## src/include/sod_pkg.sv

```systemverilog
// Constants and types for the SPI op code decoder of the ARINC receiver.
// Contract
// - Op codes 00, 09, 0E and 0F do nothing and change no state.
// - Op code 01 performs the master clear after the eighth op code bit.
// - Op code 02 clears every label acceptance entry after the eighth bit.
// - Op code 03 sets every label acceptance entry after the eighth bit.
// - Op code 04 clears the single label entry addressed by an 8-bit field.
// - Op code 05 sets the single label entry addressed by an 8-bit field.
// - Op code 06 writes 256 label entries from label FF downward.
// - Op code 07 stores divisor; low nibble 1,2,4,8,A divides, others give no clock.
// - With clock source bit set, the receiver runs from the divided timing clock.
// - Op code 08 shifts out next FIFO word and pops it; empty gives zeros.
// - Op code 0A shifts out the 8-bit status register.
// - Op code 0B shifts out the 16-bit control register.
// - Op code 0C shifts out the stored 8-bit divisor.
// - Op code 0D shifts out all 256 label entries starting at label FF.
// - Op code 10 loads the following 16-bit field into the control register.
// - First eight rising serial clocks after select capture the op code, MSB first.
// - Write data MSB follows the op code and is taken at the next rising edge.
// - Read data MSB appears at the first falling edge after the op code.
// - Reset and set instructions act after the last input bit, select still low.
package sod_pkg;
  localparam logic [7:0] OP_MASTER_CLEAR = 8'h01;
  localparam logic [7:0] OP_CLEAR_ALL = 8'h02;
  localparam logic [7:0] OP_SET_ALL = 8'h03;
  localparam logic [7:0] OP_CLEAR_ONE = 8'h04;
  localparam logic [7:0] OP_SET_ONE = 8'h05;
  localparam logic [7:0] OP_LOAD_TABLE = 8'h06;
  localparam logic [7:0] OP_WRITE_DIV = 8'h07;
  localparam logic [7:0] OP_READ_FIFO = 8'h08;
  localparam logic [7:0] OP_READ_STATUS = 8'h0A;
  localparam logic [7:0] OP_READ_CTRL = 8'h0B;
  localparam logic [7:0] OP_READ_DIV = 8'h0C;
  localparam logic [7:0] OP_READ_TABLE = 8'h0D;
  localparam logic [7:0] OP_WRITE_CTRL = 8'h10;
  localparam int CNT_W = 9;
  localparam logic [8:0] CNT_OP_LAST = 9'h007;
  localparam logic [8:0] CNT_DATA_FIRST = 9'h008;
  localparam logic [8:0] CNT_BYTE_LAST = 9'h00F;
  localparam logic [8:0] CNT_HALF_LAST = 9'h017;
  localparam logic [8:0] CNT_TABLE_LAST = 9'h107;
  localparam logic [8:0] CNT_MAX = 9'h1FF;
  localparam logic [15:0] CTRL_RESET = 16'h0000;
  localparam logic [7:0] DIV_RESET = 8'h00;
  localparam int CTRL_CLK_SRC_BIT = 1;
  localparam int CTRL_FLAG_DEF_BIT = 15;
  localparam logic [3:0] DIV_BY_1 = 4'h1;
  localparam logic [3:0] DIV_BY_2 = 4'h2;
  localparam logic [3:0] DIV_BY_4 = 4'h4;
  localparam logic [3:0] DIV_BY_8 = 4'h8;
  localparam logic [3:0] DIV_BY_10 = 4'hA;
  localparam int FIFO_DEPTH = 16;
  localparam int WORD_W = 32;
  typedef enum logic [1:0] {ST_OPCODE, ST_WRITE, ST_READ, ST_IGNORE} sod_state_t;
endpackage

```

## src/sod_decoder.sv

```systemverilog
// SPI op code decoder with label table, divider and receive word FIFO.
`timescale 1ns/10ps

module sod_fifo #(
  parameter int W = 32,
  parameter int D = 16
) (
  input wire logic clk, // System clock.
  input wire logic reset, // Synchronous reset.
  input wire logic clear, // Empties the buffer.
  input wire logic in_valid, // Word offered.
  output logic in_ready, // Room for a word.
  input wire logic [W-1:0] in_data, // Word in.
  output logic out_valid, // Word available.
  input wire logic out_ready, // Word taken.
  output logic [W-1:0] out_data, // Oldest word.
  output logic [$clog2(D+1)-1:0] count // Words held.
);
  localparam int AW = $clog2(D);
  logic [W-1:0] mem [D];
  logic [AW-1:0] wr_ptr;
  logic [AW-1:0] rd_ptr;
  logic push;
  logic pop;

  assign in_ready = count != ($clog2(D+1))'(D);
  assign out_valid = count != '0;
  assign out_data = mem[rd_ptr];
  assign push = in_valid && in_ready;
  assign pop = out_valid && out_ready;

  always_ff @(posedge clk) begin
    if (push) begin
      mem[wr_ptr] <= in_data;
    end
  end

  always_ff @(posedge clk) begin
    if (reset || clear) begin
      wr_ptr <= '0;
      rd_ptr <= '0;
      count <= '0;
    end else begin
      if (push) begin
        wr_ptr <= (wr_ptr == AW'(D-1)) ? '0 : wr_ptr + 1'b1;
      end
      if (pop) begin
        rd_ptr <= (rd_ptr == AW'(D-1)) ? '0 : rd_ptr + 1'b1;
      end
      count <= count + (($clog2(D+1))'(push)) - (($clog2(D+1))'(pop));
    end
  end
endmodule

module sod_decoder import sod_pkg::*; #(
  parameter int DEPTH = FIFO_DEPTH
) (
  input wire logic clk, // 50 MHz system clock.
  input wire logic reset, // Synchronous reset, active high.
  input wire logic sck, // Serial clock pin.
  input wire logic cs_n, // Chip select pin, active low.
  input wire logic si, // Serial data in pin.
  output logic so, // Serial data out pin.
  output logic so_oe, // High while the data out pin is driven.
  input wire logic clear_pin, // Master clear request pin, active high.
  input wire logic aclk, // ARINC timing input pin.
  input wire logic rx_valid, // Received word offered by receiver.
  output logic rx_ready, // FIFO can take a word.
  input wire logic [WORD_W-1:0] rx_word, // Received word.
  output logic master_clear, // Clear strobe to the receiver.
  output logic [255:0] label_accept, // Label acceptance table.
  output logic [15:0] ctrl_reg, // Control register.
  output logic [7:0] aclk_divisor, // Stored divisor.
  output logic arinc_tick, // Receiver timing strobe.
  output logic rflag // FIFO empty or full flag.
);
  logic [3:0] sync1;
  logic [3:0] sync2;
  logic sck_d;
  logic aclk_d;
  logic cs_meta;
  logic sck_s;
  logic cs_act;
  logic si_s;
  logic clr_s;
  logic aclk_s;
  logic sck_rise;
  logic sck_fall;
  logic aclk_rise;
  sod_state_t state;
  logic [CNT_W-1:0] bit_count;
  logic [7:0] op_shift;
  logic [7:0] op_code;
  logic [7:0] op_in;
  logic op_strobe;
  logic [15:0] data_shift;
  logic [15:0] data_in;
  logic [7:0] idx;
  logic [31:0] tx_shift;
  logic fifo_valid;
  logic [WORD_W-1:0] fifo_data;
  logic [$clog2(DEPTH+1)-1:0] fifo_count;
  logic [7:0] status;
  logic [3:0] div_cnt;
  logic [3:0] ratio;
  logic div_ok;
  logic div_tick;

  // Serial clocks must stay well below a quarter of clk, since pins are sampled, not clocked from.
  always_ff @(posedge clk) begin
    sync1 <= {aclk, clear_pin, si, sck};
    sync2 <= sync1;
    sck_d <= sync2[0];
    aclk_d <= sync2[3];
  end
  always_ff @(posedge clk) begin
    if (reset) begin
      cs_meta <= 1'b0;
      cs_act <= 1'b0;
    end else begin
      cs_meta <= ~cs_n;
      cs_act <= cs_meta;
    end
  end
  assign sck_s = sync2[0];
  assign si_s = sync2[1];
  assign clr_s = sync2[2];
  assign aclk_s = sync2[3];
  assign sck_rise = cs_act && sck_s && !sck_d;
  assign sck_fall = cs_act && !sck_s && sck_d;
  assign aclk_rise = aclk_s && !aclk_d;
  assign op_in = {op_shift[6:0], si_s};
  assign data_in = {data_shift[14:0], si_s};
  assign idx = 8'(bit_count - CNT_DATA_FIRST);
  // eighth rising edge completes the op code
  assign op_strobe = sck_rise && state == ST_OPCODE && bit_count == CNT_OP_LAST;
  assign status = {5'h00, ~rx_ready, fifo_count >= ($clog2(DEPTH+1))'(DEPTH / 2), ~fifo_valid};
  always_ff @(posedge clk) begin
    if (reset || !cs_act) begin
      bit_count <= '0;
    end else if (sck_rise && bit_count != CNT_MAX) begin
      bit_count <= bit_count + 1'b1;
    end
  end

  // op code shifts in MSB first
  always_ff @(posedge clk) begin
    if (reset) begin
      op_shift <= 8'h00;
    end else if (sck_rise && state == ST_OPCODE) begin
      op_shift <= op_in;
    end
  end
  // undefined and out-of-range codes fall into the ignore state
  always_ff @(posedge clk) begin
    if (reset || !cs_act) begin
      state <= ST_OPCODE;
      op_code <= 8'h00;
    end else if (op_strobe) begin
      op_code <= op_in;
      unique case (op_in)
        OP_CLEAR_ONE, OP_SET_ONE, OP_LOAD_TABLE, OP_WRITE_DIV, OP_WRITE_CTRL: state <= ST_WRITE;
        OP_READ_FIFO, OP_READ_STATUS, OP_READ_CTRL, OP_READ_DIV, OP_READ_TABLE: state <= ST_READ;
        default: state <= ST_IGNORE;
      endcase
    end
  end
  // data field MSB first after the op code
  always_ff @(posedge clk) begin
    if (reset || !cs_act) begin
      data_shift <= 16'h0000;
    end else if (sck_rise && state == ST_WRITE) begin
      data_shift <= data_in;
    end
  end

  // master clear from the op code or the pin
  always_ff @(posedge clk) begin
    if (reset) begin
      master_clear <= 1'b0;
    end else begin
      master_clear <= clr_s || (op_strobe && op_in == OP_MASTER_CLEAR);
    end
  end

  // set and clear instructions act while select is still low
  always_ff @(posedge clk) begin
    if (reset) begin
      label_accept <= '0;
    end else if (op_strobe && op_in == OP_CLEAR_ALL) begin
      label_accept <= '0;
    end else if (op_strobe && op_in == OP_SET_ALL) begin
      label_accept <= '1;
    end else if (sck_rise && state == ST_WRITE) begin
      if (op_code == OP_CLEAR_ONE && bit_count == CNT_BYTE_LAST) begin
        label_accept[data_in[7:0]] <= 1'b0;
      end else if (op_code == OP_SET_ONE && bit_count == CNT_BYTE_LAST) begin
        label_accept[data_in[7:0]] <= 1'b1;
      end else if (op_code == OP_LOAD_TABLE && bit_count <= CNT_TABLE_LAST) begin
        label_accept[~idx] <= si_s;
      end
    end
  end

  always_ff @(posedge clk) begin
    if (reset) begin
      aclk_divisor <= DIV_RESET;
    end else if (sck_rise && state == ST_WRITE && op_code == OP_WRITE_DIV && bit_count == CNT_BYTE_LAST) begin
      aclk_divisor <= data_in[7:0];
    end
  end

  always_ff @(posedge clk) begin
    if (reset) begin
      ctrl_reg <= CTRL_RESET;
    end else if (sck_rise && state == ST_WRITE && op_code == OP_WRITE_CTRL && bit_count == CNT_HALF_LAST) begin
      ctrl_reg <= data_in;
    end
  end

  // read word loaded at the op code, empty reads zero
  always_ff @(posedge clk) begin
    if (reset || !cs_act) begin
      tx_shift <= 32'h0000_0000;
    end else if (op_strobe) begin
      unique case (op_in)
        OP_READ_FIFO: tx_shift <= fifo_valid ? fifo_data : 32'h0000_0000;
        OP_READ_STATUS: tx_shift <= {status, 24'h000000};
        OP_READ_CTRL: tx_shift <= {ctrl_reg, 16'h0000};
        OP_READ_DIV: tx_shift <= {aclk_divisor, 24'h000000};
        default: tx_shift <= 32'h0000_0000;
      endcase
    end else if (sck_fall && state == ST_READ) begin
      tx_shift <= {tx_shift[30:0], 1'b0};
    end
  end
  // MSB leaves at the first falling edge after the op code
  always_ff @(posedge clk) begin
    if (reset || !cs_act) begin
      so <= 1'b0;
      so_oe <= 1'b0;
    end else begin
      so_oe <= 1'b1;
      if (sck_fall && state == ST_READ) begin
        // table read from label FF downward
        so <= (op_code != OP_READ_TABLE) ? tx_shift[31] : (bit_count <= CNT_TABLE_LAST) && label_accept[~idx];
      end
    end
  end
  sod_fifo #(.W(WORD_W), .D(DEPTH)) u_fifo (
    .clk(clk),
    .reset(reset),
    .clear(master_clear),
    .in_valid(rx_valid),
    .in_ready(rx_ready),
    .in_data(rx_word),
    .out_valid(fifo_valid),
    .out_ready(op_strobe && op_in == OP_READ_FIFO),
    .out_data(fifo_data),
    .count(fifo_count)
  );
  always_ff @(posedge clk) begin
    if (reset) begin
      rflag <= 1'b0;
    end else begin
      rflag <= ctrl_reg[CTRL_FLAG_DEF_BIT] ? ~rx_ready : ~fifo_valid;
    end
  end

  // only the listed ratios yield a divided clock
  always_comb begin
    ratio = aclk_divisor[3:0];
    div_ok = ratio == DIV_BY_1 || ratio == DIV_BY_2 || ratio == DIV_BY_4 || ratio == DIV_BY_8 || ratio == DIV_BY_10;
  end
  // The host is trusted to make the divided rate 1 MHz; nothing here measures it.
  always_ff @(posedge clk) begin
    if (reset || !div_ok) begin
      div_cnt <= 4'h0;
      div_tick <= 1'b0;
    end else begin
      div_tick <= aclk_rise && div_cnt >= ratio - 4'h1;
      if (aclk_rise) begin
        div_cnt <= (div_cnt >= ratio - 4'h1) ? 4'h0 : div_cnt + 4'h1;
      end
    end
  end

  always_ff @(posedge clk) begin
    if (reset) begin
      arinc_tick <= 1'b0;
    end else begin
      arinc_tick <= ctrl_reg[CTRL_CLK_SRC_BIT] ? div_tick : aclk_rise;
    end
  end
endmodule

```

## config.mk

```make
export PLATFORM = sky130hd
export DESIGN_NAME = sod_decoder
export DESIGN_NICKNAME = d
export VERILOG_FILES = /design/src/include/sod_pkg.sv /design/src/sod_decoder.sv
export SDC_FILE = /design/constraint.sdc
export NUM_CORES = 2
export LEC_CHECK = 0
export BUFFER_PORTS_ARGS = -buffer_cell sky130_fd_sc_hd__buf_2
export CELL_PAD_IN_SITES_DETAIL_PLACEMENT = 2
export CELL_PAD_IN_SITES_GLOBAL_PLACEMENT = 2
export CORE_ASPECT_RATIO = 0.5
export CORE_MARGIN = 2
export CORE_UTILIZATION = 37
export DETAILED_ROUTE_END_ITERATION = 7
export PLACE_DENSITY_LB_ADDON = 0.1
export SLEW_MARGIN = 20
export SYNTH_ARGS = -nofsm -noshare
export SYNTH_HDL_FRONTEND = slang
export SYNTH_SLANG_ARGS = --single-unit
```

## constraint.sdc

```tcl
create_clock -name clk -period 4.1 [get_ports clk]
set_input_delay 1.025 -clock clk [delete_from_list [all_inputs] [get_ports clk]]
set_output_delay 1.025 -clock clk [all_outputs]
set_load 0.01 [all_outputs]
```

Word-level counts from Yosys, hierarchy flattened
Memory sizes are Yosys's and may differ from the RTL's. A register that Yosys moved wholly into a read port is not among the register bits.
Index checks and enable logic that the tools add are counted.
Storage, ports and cells
  register bits after elaboration: 388
  bits in writable memories: 512
  bits in read-only memories: 64
  bits of input ports: 40
  output and inout bits: 286
  word-level logic and storage cells: 152
  memories kept: 2
Operators by class
  add/subtract/negate cells: 8
  magnitude comparators: 7
  eq/ne operators: 27
  mux-type cells: 28
  bitwise operators: 7
  reductions and logical operators: 48
Memories
  u_fifo.mem: depth 16, bits a word 32, rd ports 1, clocked after Yosys merged registers in 1, write ports 1, RTL line sod_decoder.sv:20  | logic [W-1:0] mem [D];
  (no name shown): depth 32, bits a word 2, rd ports 1, clocked after Yosys merged registers in 0, write ports 0, RTL line sod_decoder.sv:161  | unique case (op_in)
Operator list (count)
  $mux 256: 5
  $and 256x256->256: 1
  $bwmux 256: 1
  $not 256->256: 1
  $or 256x256->256: 1
  $pmux 32 s4: 1
  $mux 32: 3
  $eq 8x3->1 const B: 4
  $eq 8x4->1 const B: 4
  $logic_and 1x1->1: 27
  $mux 4: 5
  $lt 8x9->1 const B: 2
  $demux 1 s8: 2
  $eq 4x4->1 const B: 4
  $eq 8x2->1 const B: 2
  $ge 8x1->1 const B: 2
  $add 4x1->4 const B: 3
  $add 9x1->9 const B: 1
  $eq 9x3->1 const B: 1
  $eq 9x4->1 const B: 1
  $eq 9x5->1 const B: 1
  $le 9x9->1 const B: 1
  $mux 1: 9
  $ne 9x9->1 const B: 1
  28 further kinds: 42

Depth between registers and ports, before layout
  depth in word-level cells: 12
  depth in mapped cells: 13
  depth with buffers taken out: 12

Hierarchy
Synthesis repeated with hierarchy kept, for this count alone.
Unflattened totals
  cell total of the unflattened synthesis: 4421
  area, all modules: 46409.5 um^2
Modules (own cells, without submodules)
  sod_decoder: times used 1, cells an instance 3529, area each 26377.8 um^2, seq. area each 7507.2 um^2
  sod_fifo: times used 1, cells an instance 892, area each 20031.7 um^2, seq. area each 15715.1 um^2

Worst setup path before layout
No wires, ideal clock.
  path kind: input -> register
  start point: in rx_valid
  end point: mem u_fifo.mem[3][0] (enable)
  setup time: 0.461 ns
  arrival time: 3.796 ns
  data required time: 3.639 ns
  path slack: -0.157 ns
  stages: 4
  buffers on the path: 1
  cell sequence: and2_1 > clkbuf_1 > nand2_1 > nor3_1
Between the ends
  longest elaborated chain between the ends: 3
RTL lines
  start: declaration: RTL line sod_decoder.sv:67  | input wire logic rx_valid,
  $logic_and 1x1->1: RTL line sod_decoder.sv:29  | assign push = in_valid && in_ready;
  net u_fifo.push: RTL line sod_decoder.sv:23  | logic push;
  $mux 1: RTL line sod_decoder.sv:33  | if (push) begin
  $mux 1 (implied by the code): RTL line sod_decoder.sv:34  | mem[wr_ptr] <= in_data;
  end: declaration: RTL line sod_decoder.sv:20
The timed path passes the listed nets, and every way through them passes these cells.

Final worst setup path
  start point: reg bit_count[4]
  end point: reg so
Between the ends
  longest elaborated chain between the ends: 6
  elaborated cells between the ends (all ways): 7
  classes of those cells: add/sub (1); order compare (1); mux (3); bitwise (1); reduce/logical (1)
RTL lines
  start: declaration: RTL line sod_decoder.sv:91  | logic [CNT_W-1:0] bit_count;
  start signal: assignment: RTL line sod_decoder.sv:142  | bit_count <= bit_count + 1'b1;
  $sub 8x4->8: RTL line sod_decoder.sv:134  | assign idx = 8'(bit_count - CNT_DATA_FIRST);
  $not 8->8: RTL line sod_decoder.sv:246  | so <= (op_code != OP_READ_TABLE) ? tx_shift[31] : (bit_count <= CNT_TABLE_LAST) && label_accept[~idx];
  $bmux 1 s8: RTL line sod_decoder.sv:246
  $mux 1 (implied by the code): RTL line sod_decoder.sv:246
  $logic_and 1x1->1 *: RTL line sod_decoder.sv:246
  $mux 1 *: RTL line sod_decoder.sv:246
  end signal: assignment: RTL line sod_decoder.sv:246
  end: declaration: RTL line sod_decoder.sv:63  | output logic so,
Mark *: on every way between the ends. The rest lies on a longest branch, timed or not. The select of a mux whose other input is x is not followed.
A chain may end at the register's enable or synchronous reset.

==> metrics.cfg <==
[yosys]
ys_seq_elements = 904
ys_seq_area_share_pct = 51.2
postSynthCellCount = 4200
synth.distinct_cells = 62
ys_async_sr_fraction_pct = 0
synth_top_family_by_area = compound AO/OA/AOI/OAI gates
synth.mux.area_fraction_pct = 12.0
synth_ff_type = edfxtp_1
synth_compound_area_share_pct = 23.1
synthSimpleGateAreaFrac_pct = 7.85
synth_common_cells = a21oi_1 (690), edfxtp_1 (512), dfxtp_1 (392), a311oi_1 (389), o21ai_0 (359)
yosys.area.top_type_share_pct = 33.9
yosysMostFrequentCell = a21oi_1
synth_top_cells_by_area = edfxtp_1 (34%), dfxtp_1 (17%), mux4_2 (11%)
synth-xor-area-share_pct = 0.405
ys.warnings.count = 0
synth_edf_count = 512
yosys.area_share.adder_pct = 0.816
synth_area_per_cell_um2 = 10.8
synth_fp_nets = 4269
syn-cell-area_um2 = 45400
yosysTopAreaCell = edfxtp_1

[layout]
syn_to_final_growth_pct = 15.5
fin_area_um2 = 52400
fillers = 12363
regMostFlops = u_fifo.mem
largest_register_ffs = 512
finalNetCount = 4396
layout-drive-gt1-share_pct = 22.1
reg_top3 = u_fifo.mem: 512 flops, label_accept: 256 flops, tx_shift: 32 flops

[detailed_routing]
vias = 40275
drcViolationCount = 0
ant_nets = 0
dr.pass1.iters = 5
drt_iter0_markers = 3908
wl_mm = 206
wl_per_cell_um = 34.2
routed_via_density = 6.70

[status]
status = finished clean

[setup_path]
worst_path_largest_cell_delay_ns = 0.53
startpoint_type = flip-flop
worst_r2r_endpoint = so
timing.critical_path.arrival_ns = 4.35
endpoint_kind = flip-flop
r2r_start = bit_count[4]
crit_chain = inv_1 -> ha_1 -> and3b_1 -> o21ai_0 -> nand2_1 -> nand2_2 -> o221ai_1 -> nor4_4 -> o21ai_0
r2r_slack_ns = 0.31
critical_path_class = reg -> reg
required_ns = 4.66
cp_common_cell = o21ai_0
slowest_stage = dfxtp_1
worstPathMaxFanout = 17
r2r_cells = 9

[clock_tree]
root_buffer = clkbuf_16
cts_tree = built
cts_buffer_depth = 3
clkLatencyLatePin_ns = 0.74
numCtsBuffers = 90
holdBufCountCts = 0
cts_max_level = 3
clk_pin_slew_ns = 0.06
cts_num_sinks = 904

[timing]
holdWs_ns = 0.335
fmaxAchievable_mhz = 264
fin_crit_ns = 3.79
timing.final.max_slew_violations = 0
min_period_over_period_pct = 92.3
finalSetupViolations = 0
rsz0062_at_grt = no
final.setup_skew_ns = 0.0329
slew_headroom_pct = 34.2
hold_violations = 0
worst_slew_pin_slew_ns = 0.984

[placement]
dp_hpwl_mm = 125
gp_congestion = 0.882
io_buffers = 325
dpl_cell_area_um2 = 49300

[grt]
grt_pass1_vias = 42152
grt-ovfl-total = 0
antenna_found_initial = 6
grtUsageTotal_pct = 31.9
grt_max_degree = 138
grt_pass1_wl_mm = 299

[floorplanning]
dieWidth_um = 499
coreArea_um2 = 121000
row_count = 90
initial_core_util_pct = 37.5
die_area_um2 = 126000
die_y_um = 252
ios = 326

[flow_run]
max_cap_violations = 0

[min_path]
min_path_type = reg -> reg
whs_endpoint = sync2[3]
min-delay-start = sync1[3]
whs_path_depth = 0

[power]
peakVddDrop_mv = 0.305
power_density_nw_per_um2 = 366
p_leak_nw = 16.3

## critical path: cells and delay by family (launching register included)
family | cells | cell delay [ns]
fa+ha+maj | 1 | 0.35
flops | 1 | 0.53
simple gates | 4 | 1.46
compound gates | 3 | 1.06
buf+inv | 1 | 0.22
## cell type report
class / instances / area, µm² / share of cell area [%]
antenna: 1 / 2.50 / 0.00477
clock buffer: 122 / 2520 / 4.80
clock inverter: 47 / 482 / 0.919
inverter: 21 / 78.8 / 0.150
multi-input combinational: 2787 / 20400 / 39.0
sequential: 904 / 23200 / 44.3
tap: 1610 / 2010 / 3.84
timing repair buffer: 523 / 3630 / 6.92
## layout by cell type, fill, tap and decap left out, drive strengths merged, types with 7 or more instances in the layout
master  netlist  layout
nor4          7       7
and3         14      14
and2         11      11
nand3        28      28
dfxtp       392     392
mux4        218     218
a311oi      405     405
buf         136     523
o21ai       371     372
a22o         10      10
xnor2        11      11
mux2i        52      52
a21oi       690     690
inv          21      26
a31oi       109     109
nor2        277     277
nand2b       35      35
a22oi        32      32
a211oi       26      26
xor2         10      10
clkinv        0      33
nor2b        17      17
o22ai        14      14
or3          11      11
edfxtp      512     512
nor3        184     184
clkbuf      353     122
ha           28      28
nand2       173     173
## worst max-delay path by stage
stage / start / end / slack [ns] / depth (start not counted)
6_report: bit_count[4] / so / 0.31 / 9
5_1_grt: bit_count[4] / label_accept[235] / 0.12 / 9
4_1_cts: bit_count[4] / so / 0.08 / 9
3_5_place_dp: bit_count[4] / so / -0.14 / 9
3_3_place_gp: bit_count[4] / so / -0.01 / 9
2_1_floorplan: rx_valid / u_fifo.mem[15][0] / 0.70 / 4
## timing repair
| action | CTS | global route |
|---|---|---|
| setup buffers | 0 | 3 |
| setup endpoints to repair | 1 | 6 |
| gates cloned | 0 | 1 |
| gates resized for setup | 1 | 2 |
| pin swaps | 0 | 1 |
## logic make-up after synthesis
kind of cell,after synthesis
AOI/OAI and AO/OA,1686
xor gates and xnor gates,21
adders and majority gates,29
buffers and inverters,510
DFF,904
muxes,270
and+or+nand+nor,780
## layer usage
metal / vias to the layer above / track usage [%] / part of all wire (%)
li1: 16830 / - / -
met1: 21485 / 43.6 / 43
met2: 1604 / 52.4 / 48
met3: 354 / 4.66 / 6.6
met4: 2 / 9.83 / 3.0
met5: - / 0 / 0.0034
## through the flow
step	power [W]	std cells	worst slack, ns	TNS (ns)	util, %
global placement	0.0105	5841	-0.0121	-0.0121	40.8
detailed placement	0.0106	5841	-0.143	-0.143	40.8
global route	0.0197	6014	0.119	0	43.3
CTS	0.0193	6010	0.0814	0	43.2
finish	0.0192	6015	0.314	0	43.3
floorplan	0.0102	4200	0.698	0	-
## where the power goes
part / switching [W] / internal, W
combinational: 0.000449 / 0.000204
clock: 0.00408 / 0.00468
sequential: 0.0000521 / 0.00969
total: 0.00459 / 0.0146
Note: power is estimated with default switching activity, not from simulation.
